**config.mk**
```make
export PLATFORM = sky130hd
export DESIGN_NAME = mac_top
export DESIGN_NICKNAME = d
export VERILOG_FILES = /design/src/shared/mac_pkg.sv /design/src/hdl/mac_edge.sv /design/src/hdl/mac_timer.sv /design/src/hdl/mac_top.sv
export SDC_FILE = /design/constraint.sdc
export NUM_CORES = 1
export LEC_CHECK = 0
export BUFFER_PORTS_ARGS = -buffer_cell sky130_fd_sc_hd__buf_2
export CORE_UTILIZATION = 60
export DETAILED_ROUTE_END_ITERATION = 7
export GPL_ROUTABILITY_DRIVEN = 0
export PLACE_DENSITY_LB_ADDON = 0.3
export SYNTH_ARGS = -nofsm -noshare
export SYNTH_HDL_FRONTEND = slang
export SYNTH_SLANG_ARGS = --single-unit
```
**constraint.sdc**
```tcl
create_clock -name mclk_i -period 11.6 [get_ports mclk_i]
set_clock_uncertainty 0.2 [all_clocks]
set_input_delay 0.58 -clock mclk_i [delete_from_list [all_inputs] [get_ports mclk_i]]
set_output_delay 0.58 -clock mclk_i [all_outputs]
set_load 0.05 [all_outputs]
```
**src/shared/mac_pkg.sv**
```systemverilog
// Constants, register map and state type of the measurement arming control.
// Assumes a 250 MHz clock and a 32-bit APB register port.
`default_nettype none
package mac_pkg;
   localparam int unsigned CLK_NS      = 4;
   localparam int unsigned STEP_NS     = 100;
   localparam int unsigned STEP_CYC    = STEP_NS / CLK_NS;
   localparam int unsigned HOLD_MIN_NS = 3_000_000;
   localparam int unsigned PROC_NS     = 600_000;
   localparam int unsigned SPACE_NS    = 500_000;
   localparam int unsigned DLY_MIN_NS  = 200;
   localparam int unsigned DLY_MAX_NS  = 1_600_000_000;
   localparam int unsigned HOLD_MIN_ST = (HOLD_MIN_NS + STEP_NS - 1) / STEP_NS;
   localparam int unsigned PROC_ST     = (PROC_NS + STEP_NS - 1) / STEP_NS;
   localparam int unsigned SPACE_ST    = (SPACE_NS + STEP_NS - 1) / STEP_NS;
   localparam int unsigned DLY_MIN_ST  = (DLY_MIN_NS + STEP_NS - 1) / STEP_NS;
   localparam int unsigned DLY_MAX_ST  = DLY_MAX_NS / STEP_NS;
   localparam int unsigned TW          = 27;
   localparam int unsigned AW          = 8;
   localparam logic [AW-1:0] OFF_CTRL   = 8'h00;
   localparam logic [AW-1:0] OFF_MTIME  = 8'h04;
   localparam logic [AW-1:0] OFF_DELAY  = 8'h08;
   localparam logic [AW-1:0] OFF_STATUS = 8'h0c;
   localparam logic [AW-1:0] OFF_COUNT  = 8'h10;
   localparam int unsigned CTL_RUN    = 0;
   localparam int unsigned CTL_ASTART = 1;
   localparam int unsigned CTL_AS_FAL = 2;
   localparam int unsigned CTL_ASTOP  = 3;
   localparam int unsigned CTL_AP_FAL = 4;
   localparam int unsigned CTL_SINGLE = 5;
   localparam int unsigned CTL_DLY_EN = 6;
   localparam int unsigned CTL_W      = 7;
   localparam int unsigned STS_MISSED = 3;
   localparam logic [CTL_W-1:0] CTRL_RST  = 7'h00;
   localparam logic [TW-1:0]    MTIME_RST = 27'h0002710;
   localparam logic [TW-1:0]    DELAY_RST = 27'h0000002;
   typedef enum logic [2:0] {
      MAC_IDLE, MAC_DELAY, MAC_WAIT, MAC_MEAS, MAC_HOLD
   } mac_state_t;
endpackage
`default_nettype wire
```
**src/hdl/mac_edge.sv**
```systemverilog
// Edge detector with selectable slope.
// Assumes its input is synchronous to the clock.
`timescale 1ns/100ps
`default_nettype none
module mac_edge (
   input  wire logic mclk_i,
   input  wire logic rst_n_i,
   input  wire logic sig_i,
   input  wire logic fall_i,
   output logic      edge_o
);
   logic prev_q;

   always_ff @(posedge mclk_i or negedge rst_n_i) begin
      if (!rst_n_i) begin
         prev_q <= 1'b0;
      end else begin
         prev_q <= sig_i;
      end
   end

   assign edge_o = fall_i ? (prev_q & ~sig_i) : (~prev_q & sig_i);
endmodule
`default_nettype wire

```
**src/hdl/mac_timer.sv**
```systemverilog
// Loadable down-counter stepping on a shared time-base tick.
// Assumes tick_i is a one-cycle pulse; load wins over a tick.
`timescale 1ns/100ps
`default_nettype none
module mac_timer #(
   parameter int unsigned W = 27
) (
   input  wire logic         mclk_i,
   input  wire logic         rst_n_i,
   input  wire logic         tick_i,
   input  wire logic         load_i,
   input  wire logic [W-1:0] val_i,
   output logic              done_o
);
   logic [W-1:0] cnt_q;

   always_ff @(posedge mclk_i or negedge rst_n_i) begin
      if (!rst_n_i) begin
         cnt_q <= '0;
      end else if (load_i) begin
         cnt_q <= val_i;
      end else if (tick_i && cnt_q != '0) begin
         cnt_q <= cnt_q - W'(1);
      end
   end

   assign done_o = (cnt_q == '0);
endmodule
`default_nettype wire

```
**src/hdl/mac_top.sv**
```systemverilog
// Measurement start and pacing control with APB registers.
// Assumes arm_i, trig_i and stop_i are synchronous to mclk_i.
//
// Added by the designer: the APB slave port and the register offsets.
`timescale 1ns/100ps
`default_nettype none
// Behaviour
// Single mode: measurement ends on stop trigger; measuring time only paces.
// Single mode hold equals measuring time, at least 3 ms, then waits.
// Arming edge must lead the start trigger by over 5 ns.
// Once armed, start on the next measured-input trigger edge.
// Start arming may be selected on the rising arming edge.
// Optional delay counted from the arming edge before arming takes effect.
// Free running: 600 us after the measuring time before the next.
// Successive starts are at least 500 us apart.
// Start arming: one measurement per arming edge.
// Arming delay 200 ns to 1.6 s in 100 ns steps.
// Stop arming ends the measurement on the selected arming edge.
// Triggers from 40 ns after delay expiry are always accepted.
// Without start arming, start on next trigger after the hold ends.
// Arming edges during measurement or hold are ignored, not queued.
module mac_top #(
   parameter int unsigned HOLD_MIN_ST = mac_pkg::HOLD_MIN_ST,
   parameter int unsigned PROC_ST     = mac_pkg::PROC_ST,
   parameter int unsigned SPACE_ST    = mac_pkg::SPACE_ST,
   parameter int unsigned STEP_CYC    = mac_pkg::STEP_CYC
) (
   input  wire logic                   mclk_i,
   input  wire logic                   rstn_i,
   input  wire logic                   psel_i,
   input  wire logic                   penable_i,
   input  wire logic                   pwrite_i,
   input  wire logic [mac_pkg::AW-1:0] paddr_i,
   input  wire logic [31:0]            pwdata_i,
   output logic [31:0]                 prdata_o,
   output logic                        pready_o,
   output logic                        pslverr_o,
   input  wire logic                   arm_i,
   input  wire logic                   trig_i,
   input  wire logic                   stop_i,
   output logic                        meas_gate_o,
   output logic                        meas_start_o,
   output logic                        meas_end_o,
   output logic                        armed_o
);
   localparam int unsigned TW = mac_pkg::TW;
   localparam logic [TW-1:0] HOLD_MIN_T = TW'(HOLD_MIN_ST);
   localparam logic [TW-1:0] PROC_T     = TW'(PROC_ST);
   localparam logic [TW-1:0] SPACE_T    = TW'(SPACE_ST);
   localparam logic [TW-1:0] DMIN_T     = TW'(mac_pkg::DLY_MIN_ST);
   localparam logic [TW-1:0] DMAX_T     = TW'(mac_pkg::DLY_MAX_ST);
   localparam logic [7:0]    STEP_LAST  = 8'(STEP_CYC - 1);

   logic rst_meta_q, rst_n;
   logic [7:0] pre_q;
   logic tick;
   logic [mac_pkg::CTL_W-1:0] ctrl_q;
   logic [TW-1:0] mtime_q, delay_q, hold_val, tm_val;
   logic [31:0] cnt_q, prdata_q;
   logic missed_q, slverr_q;
   logic run, as_en, ap_en, single, dly_en;
   logic arm_s_edge, arm_p_edge, trig_edge, stop_edge;
   logic tm_load, tm_done, dly_done, sp_done;
   logic start, stop_cond, end_q, start_q, map_ok, wr;
   mac_pkg::mac_state_t st_q, st_d;

   // The external reset is released through two flops to avoid metastability.
   always_ff @(posedge mclk_i or negedge rstn_i) begin
      if (!rstn_i) begin
         rst_meta_q <= 1'b0;
         rst_n      <= 1'b0;
      end else begin
         rst_meta_q <= 1'b1;
         rst_n      <= rst_meta_q;
      end
   end

   // A 100 ns time base keeps every timer narrow at the cost of one step
   // of phase uncertainty on each load.
   always_ff @(posedge mclk_i or negedge rst_n) begin
      if (!rst_n) begin
         pre_q <= 8'h00;
      end else begin
         pre_q <= (pre_q == STEP_LAST) ? 8'h00 : pre_q + 8'h01;
      end
   end
   assign tick = (pre_q == STEP_LAST);

   assign run    = ctrl_q[mac_pkg::CTL_RUN];
   assign as_en  = ctrl_q[mac_pkg::CTL_ASTART];
   assign ap_en  = ctrl_q[mac_pkg::CTL_ASTOP];
   assign single = ctrl_q[mac_pkg::CTL_SINGLE];
   assign dly_en = ctrl_q[mac_pkg::CTL_DLY_EN];

   mac_edge u_arm_start (
      .mclk_i  (mclk_i),
      .rst_n_i (rst_n),
      .sig_i   (arm_i),
      .fall_i  (ctrl_q[mac_pkg::CTL_AS_FAL]),
      .edge_o  (arm_s_edge)
   );
   mac_edge u_arm_stop (
      .mclk_i  (mclk_i),
      .rst_n_i (rst_n),
      .sig_i   (arm_i),
      .fall_i  (ctrl_q[mac_pkg::CTL_AP_FAL]),
      .edge_o  (arm_p_edge)
   );
   mac_edge u_trig (
      .mclk_i  (mclk_i),
      .rst_n_i (rst_n),
      .sig_i   (trig_i),
      .fall_i  (1'b0),
      .edge_o  (trig_edge)
   );
   mac_edge u_stop (
      .mclk_i  (mclk_i),
      .rst_n_i (rst_n),
      .sig_i   (stop_i),
      .fall_i  (1'b0),
      .edge_o  (stop_edge)
   );

   // Single mode holds for the measuring time, never under the minimum.
   assign hold_val = single ? ((mtime_q > HOLD_MIN_T) ? mtime_q : HOLD_MIN_T)
                            : PROC_T; // see see
   assign tm_load  = (st_d != st_q) &&
                     (st_d == mac_pkg::MAC_MEAS || st_d == mac_pkg::MAC_HOLD);
   assign tm_val   = (st_d == mac_pkg::MAC_MEAS) ? mtime_q : hold_val;

   mac_timer #(.W(TW)) u_tm (
      .mclk_i  (mclk_i),
      .rst_n_i (rst_n),
      .tick_i  (tick),
      .load_i  (tm_load),
      .val_i   (tm_val),
      .done_o  (tm_done)
   );
   mac_timer #(.W(TW)) u_dly (
      .mclk_i  (mclk_i),
      .rst_n_i (rst_n),
      .tick_i  (tick),
      .load_i  (st_d == mac_pkg::MAC_DELAY && st_q != mac_pkg::MAC_DELAY),
      .val_i   (delay_q),
      .done_o  (dly_done)
   );
   mac_timer #(.W(TW)) u_space (
      .mclk_i  (mclk_i),
      .rst_n_i (rst_n),
      .tick_i  (tick),
      .load_i  (start),
      .val_i   (SPACE_T),
      .done_o  (sp_done)
   );

   assign stop_cond = ap_en ? arm_p_edge : (single ? stop_edge : tm_done);

   always_comb begin
      st_d  = st_q;
      start = 1'b0;
      if (!run) begin
         st_d = mac_pkg::MAC_IDLE;
      end else begin
         case (st_q)
            mac_pkg::MAC_IDLE: begin
               if (!as_en) begin
                  st_d = mac_pkg::MAC_WAIT;
               end else if (arm_s_edge) begin
                  st_d = dly_en ? mac_pkg::MAC_DELAY
                                : mac_pkg::MAC_WAIT; // see
               end
            end
            mac_pkg::MAC_DELAY: begin
               if (dly_done) begin
                  st_d = mac_pkg::MAC_WAIT; // see
               end
            end
            mac_pkg::MAC_WAIT: begin
               if (trig_edge && sp_done) begin
                  st_d  = mac_pkg::MAC_MEAS; // see
                  start = 1'b1;
               end
            end
            mac_pkg::MAC_MEAS: begin
               if (stop_cond) begin
                  st_d = mac_pkg::MAC_HOLD; // see
               end
            end
            mac_pkg::MAC_HOLD: begin
               if (tm_done) begin
                  st_d = as_en ? mac_pkg::MAC_IDLE
                               : mac_pkg::MAC_WAIT;
               end
            end
            default: st_d = mac_pkg::MAC_IDLE;
         endcase
      end
   end

   always_ff @(posedge mclk_i or negedge rst_n) begin
      if (!rst_n) begin
         st_q    <= mac_pkg::MAC_IDLE;
         start_q <= 1'b0;
         end_q   <= 1'b0;
      end else begin
         st_q    <= st_d;
         start_q <= start;
         end_q   <= (st_q == mac_pkg::MAC_MEAS) && (st_d == mac_pkg::MAC_HOLD);
      end
   end

   assign meas_gate_o  = (st_q == mac_pkg::MAC_MEAS);
   assign meas_start_o = start_q;
   assign meas_end_o   = end_q;
   assign armed_o      = (st_q == mac_pkg::MAC_WAIT);

   // APB: data is latched in the setup cycle, so every access is zero-wait.
   assign map_ok = (paddr_i == mac_pkg::OFF_CTRL)  ||
                   (paddr_i == mac_pkg::OFF_MTIME) ||
                   (paddr_i == mac_pkg::OFF_DELAY) ||
                   (paddr_i == mac_pkg::OFF_STATUS) ||
                   (paddr_i == mac_pkg::OFF_COUNT);
   assign wr = psel_i && penable_i && pwrite_i && map_ok;

   always_ff @(posedge mclk_i or negedge rst_n) begin
      if (!rst_n) begin
         prdata_q <= 32'h00000000;
         slverr_q <= 1'b0;
      end else if (psel_i && !penable_i) begin
         slverr_q <= !map_ok;
         case (paddr_i)
            mac_pkg::OFF_CTRL:   prdata_q <= 32'(ctrl_q);
            mac_pkg::OFF_MTIME:  prdata_q <= 32'(mtime_q);
            mac_pkg::OFF_DELAY:  prdata_q <= 32'(delay_q);
            mac_pkg::OFF_STATUS: prdata_q <= {28'h0000000, missed_q, st_q};
            mac_pkg::OFF_COUNT:  prdata_q <= cnt_q;
            default:             prdata_q <= 32'h00000000;
         endcase
      end
   end
   assign prdata_o  = prdata_q;
   assign pslverr_o = slverr_q;
   assign pready_o  = 1'b1;

   always_ff @(posedge mclk_i or negedge rst_n) begin
      if (!rst_n) begin
         ctrl_q  <= mac_pkg::CTRL_RST;
         mtime_q <= mac_pkg::MTIME_RST;
         delay_q <= mac_pkg::DELAY_RST;
      end else if (wr) begin
         if (paddr_i == mac_pkg::OFF_CTRL) begin
            ctrl_q <= pwdata_i[mac_pkg::CTL_W-1:0];
         end
         if (paddr_i == mac_pkg::OFF_MTIME) begin
            mtime_q <= pwdata_i[TW-1:0];
         end
         // Out-of-range delays are clamped rather than refused.
         if (paddr_i == mac_pkg::OFF_DELAY) begin
            delay_q <= (pwdata_i[TW-1:0] < DMIN_T) ? DMIN_T :
                       (pwdata_i[TW-1:0] > DMAX_T) ? DMAX_T :
                       pwdata_i[TW-1:0];
         end
      end
   end

   // A refused arming edge is flagged; a new one beats a clear.
   always_ff @(posedge mclk_i or negedge rst_n) begin
      if (!rst_n) begin
         missed_q <= 1'b0;
      end else begin
         missed_q <= (as_en && arm_s_edge && st_q != mac_pkg::MAC_IDLE) ||
                     (missed_q && !(wr && paddr_i == mac_pkg::OFF_STATUS &&
                      pwdata_i[mac_pkg::STS_MISSED]));
      end
   end

   always_ff @(posedge mclk_i or negedge rst_n) begin
      if (!rst_n) begin
         cnt_q <= 32'h00000000;
      end else if (start) begin
         cnt_q <= cnt_q + 32'h00000001;
      end
   end

   logic [TW-1:0] hold_tk_q, gap_tk_q;
   always_ff @(posedge mclk_i or negedge rst_n) begin
      if (!rst_n) begin
         hold_tk_q <= '0;
         gap_tk_q  <= '1;
      end else begin
         hold_tk_q <= (st_q != mac_pkg::MAC_HOLD) ? '0 :
                      hold_tk_q + TW'(tick);
         gap_tk_q  <= start ? '0 :
                      (gap_tk_q == '1) ? gap_tk_q : gap_tk_q + TW'(tick);
      end
   end
endmodule
`default_nettype wire

```
Word-level counts from Yosys, hierarchy flattened
Index checks and enable logic that the tools add are counted.
{"block": "word_totals", "reg_bits": 226, "output_inout_bits": 38, "wordCells": 119}
{"block": "classes", "add_sub_neg": 5, "n_lt_le_gt_ge": 3, "eq_ne": 14, "n_mux": 30, "bitwise": 8, "reduce_logical": 40}
{"op": "27-bit 2-to-1 mux", "count": 11}
{"op": "32-bit one-hot mux with 5 select lines", "count": 1}
{"op": "27-bit logical NOT", "count": 3}
{"op": "27-bit nonzero test", "count": 3}
{"op": "27-bit by 1-bit subtractor with 27-bit output (second input constant)", "count": 3}
{"op": "32-bit by 1-bit adder with 32-bit output (second input constant)", "count": 1}
{"op": "27-bit by 15-bit greater-than comparator with 1-bit output (second input constant)", "count": 1}
{"op": "27-bit by 24-bit greater-than comparator with 1-bit output (second input constant)", "count": 1}
{"op": "27-bit by 2-bit less-than comparator with 1-bit output (second input constant)", "count": 1}
{"op": "3-bit 2-to-1 mux", "count": 7}
{"op": "8-bit by 4-bit equality test with 1-bit output (second input constant)", "count": 2}
{"op": "8-bit by 5-bit equality test with 1-bit output (second input constant)", "count": 2}
{"op": "1-bit logical AND", "count": 16}
{"op": "3-bit one-hot mux with 5 select lines", "count": 1}
{"op": "3-bit by 2-bit equality test with 1-bit output (second input constant)", "count": 3}
{"op": "8-bit by 1-bit adder with 8-bit output (second input constant)", "count": 1}
{"op": "8-bit by 3-bit equality test with 1-bit output (second input constant)", "count": 1}
{"op": "8-bit logical NOT", "count": 1}
{"op": "8-bit 2-to-1 mux", "count": 1}
{"op": "1-bit 2-to-1 mux", "count": 7}
{"op": "3-bit by 1-bit equality test with 1-bit output (second input constant)", "count": 2}
{"op": "3-bit equality test (second input constant)", "count": 2}
{"op": "1-bit logical OR", "count": 6}
{"op": "2-bit AND reduction", "count": 3}
{"op": "other kinds (9)", "count": 20}

Logic depth before layout (Yosys ltp)
{"block": "depth", "word_depth": 11, "mapped_depth": 11}

By module
From an unflattened synthesis, not the netlist that was laid out.
{"block": "unflattened", "hier_cells": 1236, "area_unflattened_um2": 12439.4}
{"module": "mac_top", "instances": 1, "cells_each": 623, "area_each_um2": 6784.0, "seq_area_each_um2": 3560.9}
{"module": "mac_timer", "instances": 3, "cells_each": 199, "area_each_um2": 1821.7, "seq_area_each_um2": 675.6}
{"module": "mac_edge", "instances": 4, "cells_each": 4, "area_each_um2": 47.5, "seq_area_each_um2": 25.0}

Worst setup path before layout
Ideal clock, no wire load.
{"block": "synth_timing", "path_kind": "flip-flop to flip-flop", "start": "register st_q[1]", "end": "register cnt_q[27]", "setup_time_ns": 0.123, "arrival_ns": 3.433, "required_ns": 11.277, "slack_ns": 7.844, "path_stages_with_launch": 9, "period_less_slack_ns": 3.756, "path_cell_list": "dfrtp_1 -> clkbuf_1 -> nor3b_1 -> nand4_1 -> nor4_4 -> nand4_2 -> nor4_4 -> nand4_1 -> xnor2_1"}
{"block": "synth_between", "elab_chain_cells": 3}
{"item": "start, declared", "line": "mac_top.sv:65", "rtl": "mac_pkg::mac_state_t st_q, st_d;"}
{"item": "start signal, assigned", "line": "mac_top.sv:202", "rtl": "st_q <= mac_pkg::MAC_IDLE;"}
{"item": "start signal, assigned", "line": "mac_top.sv:206", "rtl": "st_q <= st_d;"}
{"item": "3-bit by 2-bit equality test with 1-bit output"}
{"item": "net armed_o", "line": "mac_top.sv:44", "rtl": "output logic armed_o"}
{"item": "1-bit 2-to-1 mux", "line": "mac_top.sv:164", "rtl": "case (st_q)"}
{"item": "1-bit 2-to-1 mux", "line": "mac_top.sv:161", "rtl": "if (!run) begin"}
{"item": "end signal, assigned", "line": "mac_top.sv:281", "rtl": "cnt_q <= cnt_q + 32'h00000001;"}
{"item": "end, declared", "line": "mac_top.sv:59", "rtl": "logic [31:0] cnt_q, prdata_q;"}
The timed path passes the listed nets, and every way through them passes these cells.
A chain may end at the register's enable or synchronous reset.

Final worst setup path
{"block": "layout_timing", "start": "register u_space.cnt_q[4]", "end": "register cnt_q[19]"}
{"block": "layout_between", "elab_chain_cells": 5}
{"item": "start, declared", "line": "mac_timer.sv:15", "rtl": "logic [W-1:0] cnt_q;"}
{"item": "start signal, assigned", "line": "mac_timer.sv:21", "rtl": "cnt_q <= val_i;"}
{"item": "start signal, assigned", "line": "mac_timer.sv:23", "rtl": "cnt_q <= cnt_q - W'(1);"}
{"item": "27-bit logical NOT", "line": "mac_timer.sv:27", "rtl": "assign done_o = (cnt_q == '0);"}
{"item": "1-bit logical AND", "line": "mac_top.sv:179", "rtl": "if (trig_edge && sp_done) begin"}
{"item": "1-bit 2-to-1 mux", "line": "mac_top.sv:179"}
{"item": "1-bit 2-to-1 mux", "line": "mac_top.sv:164"}
{"item": "1-bit 2-to-1 mux", "line": "mac_top.sv:161"}
No other way between the ends.

==> summary.txt <==
Timing
  – Post-Route Setup TNS: 0 ns
  – Final Cycle Share: approximately 36%
  – Final min period: around 4.2 ns
  – Final slew viol count: 0
  – RSZ-0062 raised after global routing: false
  – Final hold vios: 0
  – Setup violators final: 0
  – Max-slew headroom: approximately 14%
  – Worst-Margin Slew: ~1.3 ns
  – FMAX: 0.238 GHz
  – Setup ws final: ~7.4 ns
  – Hold slack: approximately 0.019 ns

Routing
  – Drt via density: 6.23
  – DR iter-0 viols: ~900
  – Routed len/inst: 19.4 µm
  – Detailed-route DRC error count: 10
  – DRT Wirelength: between 20000 and 30000 µm
  – Drt pass-1 iters: 7
  – Vias after detailed routing: 8660
  – ANT nets after route: 0

Critical path
  – Startpoint Class: flop
  – Worst path top cell family by delay: simple AND/OR/NAND/NOR gates
  – Worst Path Max Fanout: 39
  – Max incr delay on CP: between 0.7 and 0.8 ns
  – Worst Path Arrival: ~4.5 ns
  – Crit path buf inv count: 1
  – Reg2Reg Depth: 8
  – CP Depth: 8
  – CP max-delay cell: nor4_4
  – Kind of critical path: flop to flop
  – Worst-path cell chain: or4_1 > or4_1 > nor4_4 > buf_4 > nand4_2 > nor4_4 > nand3_1 > xnor2_1
  – Critical path endpoint category: flop
  – Worst path required time: 11.84 ns

Synthesis
  – Post-synthesis cell area: approximately 11000 µm²
  – Post-synthesis adder-cell area fraction: less than 1%
  – Compound-Gate Fraction of Synth Area: approximately 11%
  – Synthesized instance count: 1073
  – Async SR Flop Fraction: 100%
  – Post-synthesis xor/xnor area fraction: 7.92%
  – Syn avg cell area: around 10 µm²
  – Multiplexer share of the synthesized area: between 7 and 8%
  – Post-synthesis register bit count: 226
  – Seq/Total Area, Yosys: about half
  – Syn. warnings: 0
  – Post-synth EDFFs: 0
  – Combinational family with the most area after synthesis: simple AND/OR/NAND/NOR gates
  – Synth Area in Simple Gates: around a fifth
  – Commonest register cell after synthesis: dfrtp_1
  – Unique masters post-synth: 72

Worst hold path
  – Hold Path Class: primary input to flop
  – WHS Path Cells: 1

Placement
  – Hpwl dp: 18900 µm
  – Placed insts: 1346
  – Pre-CTS setup slack: between 7 and 8 ns
  – Port bufs: between 70 and 80
  – Placed inst area: 11800 µm²

Outcome
  – Failing checks: design-rule violations
  – Outcome: finished with violations

Clock network
  – Postcts setup bufs: 0
  – Clock-pin slew on the worst setup and hold paths: ~0.06 ns
  – CTS Buf Count: 24
  – Clock H-tree levels: 1
  – TritonCTS clock tree: done
  – Worst-case clock buffer depth: 3
  – Clk_lat worst skew: roughly 0.53 ns
  – CTS Sinks: between 200 and 250
  – Root Buffer: clkbuf_16

Layout
  – Design area: approximately 12000 µm²
  – Area growth syn-to-layout: 12.0%
  – Diodes inserted: 0
  – Layout Cells excl Fill: 1391
  – Final #Nets: ~1.2k
  – Fin util: slightly below 70%
  – Share of cells above drive strength 1: about 16%

GRT
  – Vias in the first global route: roughly 8.3k
  – Gr ovfl total: 0
  – Gr usage total: 28.7%
  – Initial antenna violation count: 0
  – First-pass GRT wire length: around 44000 µm
  – Largest net degree at the start of global routing: between 80 and 90

Floorplanning
  – Row Count: just under 50
  – Starting Density: between 60% and 70%
  – Die H: around 140 µm
  – # IOs: 86
  – Core area: 18100 µm²
  – Die Width: around 140 µm
  – Die ar.: 19200 µm²

Power and ir drop
  – PnR Total Power: ~1.6 mW
  – Pwr Density: between 100 and 150 nW/µm²
  – Worst vdd ir: between 100 and 150 µV
  – Leakage: between 5 and 6 nW

Flow run
  – Max-capacitance violation count: 0
worst register-to-register path: cells and delay by family (launching register included):
| family | cells | cell delay (ns) |
|---|---|---|
| xor+xnor | 1 | 0.22 |
| buf+inv | 1 | 0.42 |
| flops | 1 | 0.42 |
| simple gates | 6 | 2.88 |
flip-flops by register name (all words and copies together) (netlist names):
| signal | cells |
|---|---|
| missed_q | 1 |
| delay_q | 27 |
| prdata_o | 32 |
| meas_start_o | 1 |
| st_q | 3 |
| u_stop.prev_q | 1 |
| mtime_q | 27 |
| u_dly.cnt_q | 27 |
| u_trig.prev_q | 1 |
| ctrl_q | 7 |
| pslverr_o | 1 |
| u_arm_stop.prev_q | 1 |
| rst_n | 1 |
| pre_q | 8 |
| rst_meta_q | 1 |
| u_space.cnt_q | 27 |
| cnt_q | 32 |
| u_tm.cnt_q | 27 |
| meas_end_o | 1 |
repair_timing:
item / CTS / global route
endpoints found under the hold margin: 3 / 0
resized for setup: 0 / 0
hold buffers: 2 / 0
cells by family (layout without fill, tap and decap cells):
| kind of cell | Yosys count | after routing |
|---|---|---|
| xor gates and xnor gates | 101 | 101 |
| muxes | 70 | 70 |
| and+or+nand+nor | 414 | 414 |
| adders and majority gates | 7 | 7 |
| DFF | 226 | 226 |
| other | 1 | 2 |
| AOI/OAI and AO/OA | 185 | 185 |
| buffers and inverters | 69 | 157 |
cell usage after synthesis, drive strengths merged, types with 20 or more instances:
cell | n | area (µm²)
a21oi | 39 | 195
clkbuf | 37 | 139
a222oi | 20 | 200
mux2 | 37 | 417
nand2 | 118 | 443
xnor2 | 71 | 622
nor2 | 89 | 334
o21ai | 61 | 305
xor2 | 30 | 263
dfrtp | 220 | 5510
mux2i | 29 | 290
nor4 | 34 | 264
inv | 21 | 78.8
nor3 | 25 | 130
cells in the final DEF (no fill, tap or decap), drive strengths merged, types with 25 or more instances in the layout:
master and instances:
xor2 30, clkbuf 38, xnor2 71, o21ai 61
mux2i 29, mux2 37, a21oi 39, buf 91
dfrtp 220, nand2 118, nor4 34, nor3 25
nor2 89
power breakdown:
group          total [mW]  internal [mW]  switching [mW]
combinational      0.0438         0.0132          0.0306
sequential          0.803          0.793          0.0104
clock               0.703          0.398           0.305
total                1.55           1.20           0.346
worst paths after layout:
check / start / to / slack [ns]
worst max-delay path: u_space.cnt_q[4]$_DFFE_PN0P_ / cnt_q[19]$_DFFE_PN0P_ / 7.39
worst min-delay path: stop_i / u_stop.prev_q$_DFF_PN0_ / 0.02
worst max register to register: u_space.cnt_q[4]$_DFFE_PN0P_ / cnt_q[19]$_DFFE_PN0P_ / 7.39
worst min register to register: rst_meta_q$_DFF_PN0_ / rst_n$_DFF_PN0_ / 0.15
max in group asynchronous: rst_n$_DFF_PN0_ / st_q[2]$_DFF_PN0_ / 9.26
min in group asynchronous: rstn_i / rst_n$_DFF_PN0_ / 0.16
cell type report:
type                    instances  area (µm²)
clock inverters                 5        36.3
multi-input cells             779        5250
repair buffers                 93         505
clock buffers                  38         673
well taps                     229         287
fillers                      1341        5590
flip-flops and latches        226        5670
inverters                      21        78.8
per-layer routing:
metal / vias to the layer above / share of wire (%) / GRT usage, %
met1: 4234 / 44 / 40.5
li1: 4010 / - / -
met4: 0 / 3.5 / 11.5
met3: 65 / 6.4 / 4.23
met2: 351 / 46 / 45.0
met5: - / 0 / 0
Power figures use the tool's default switching activity.
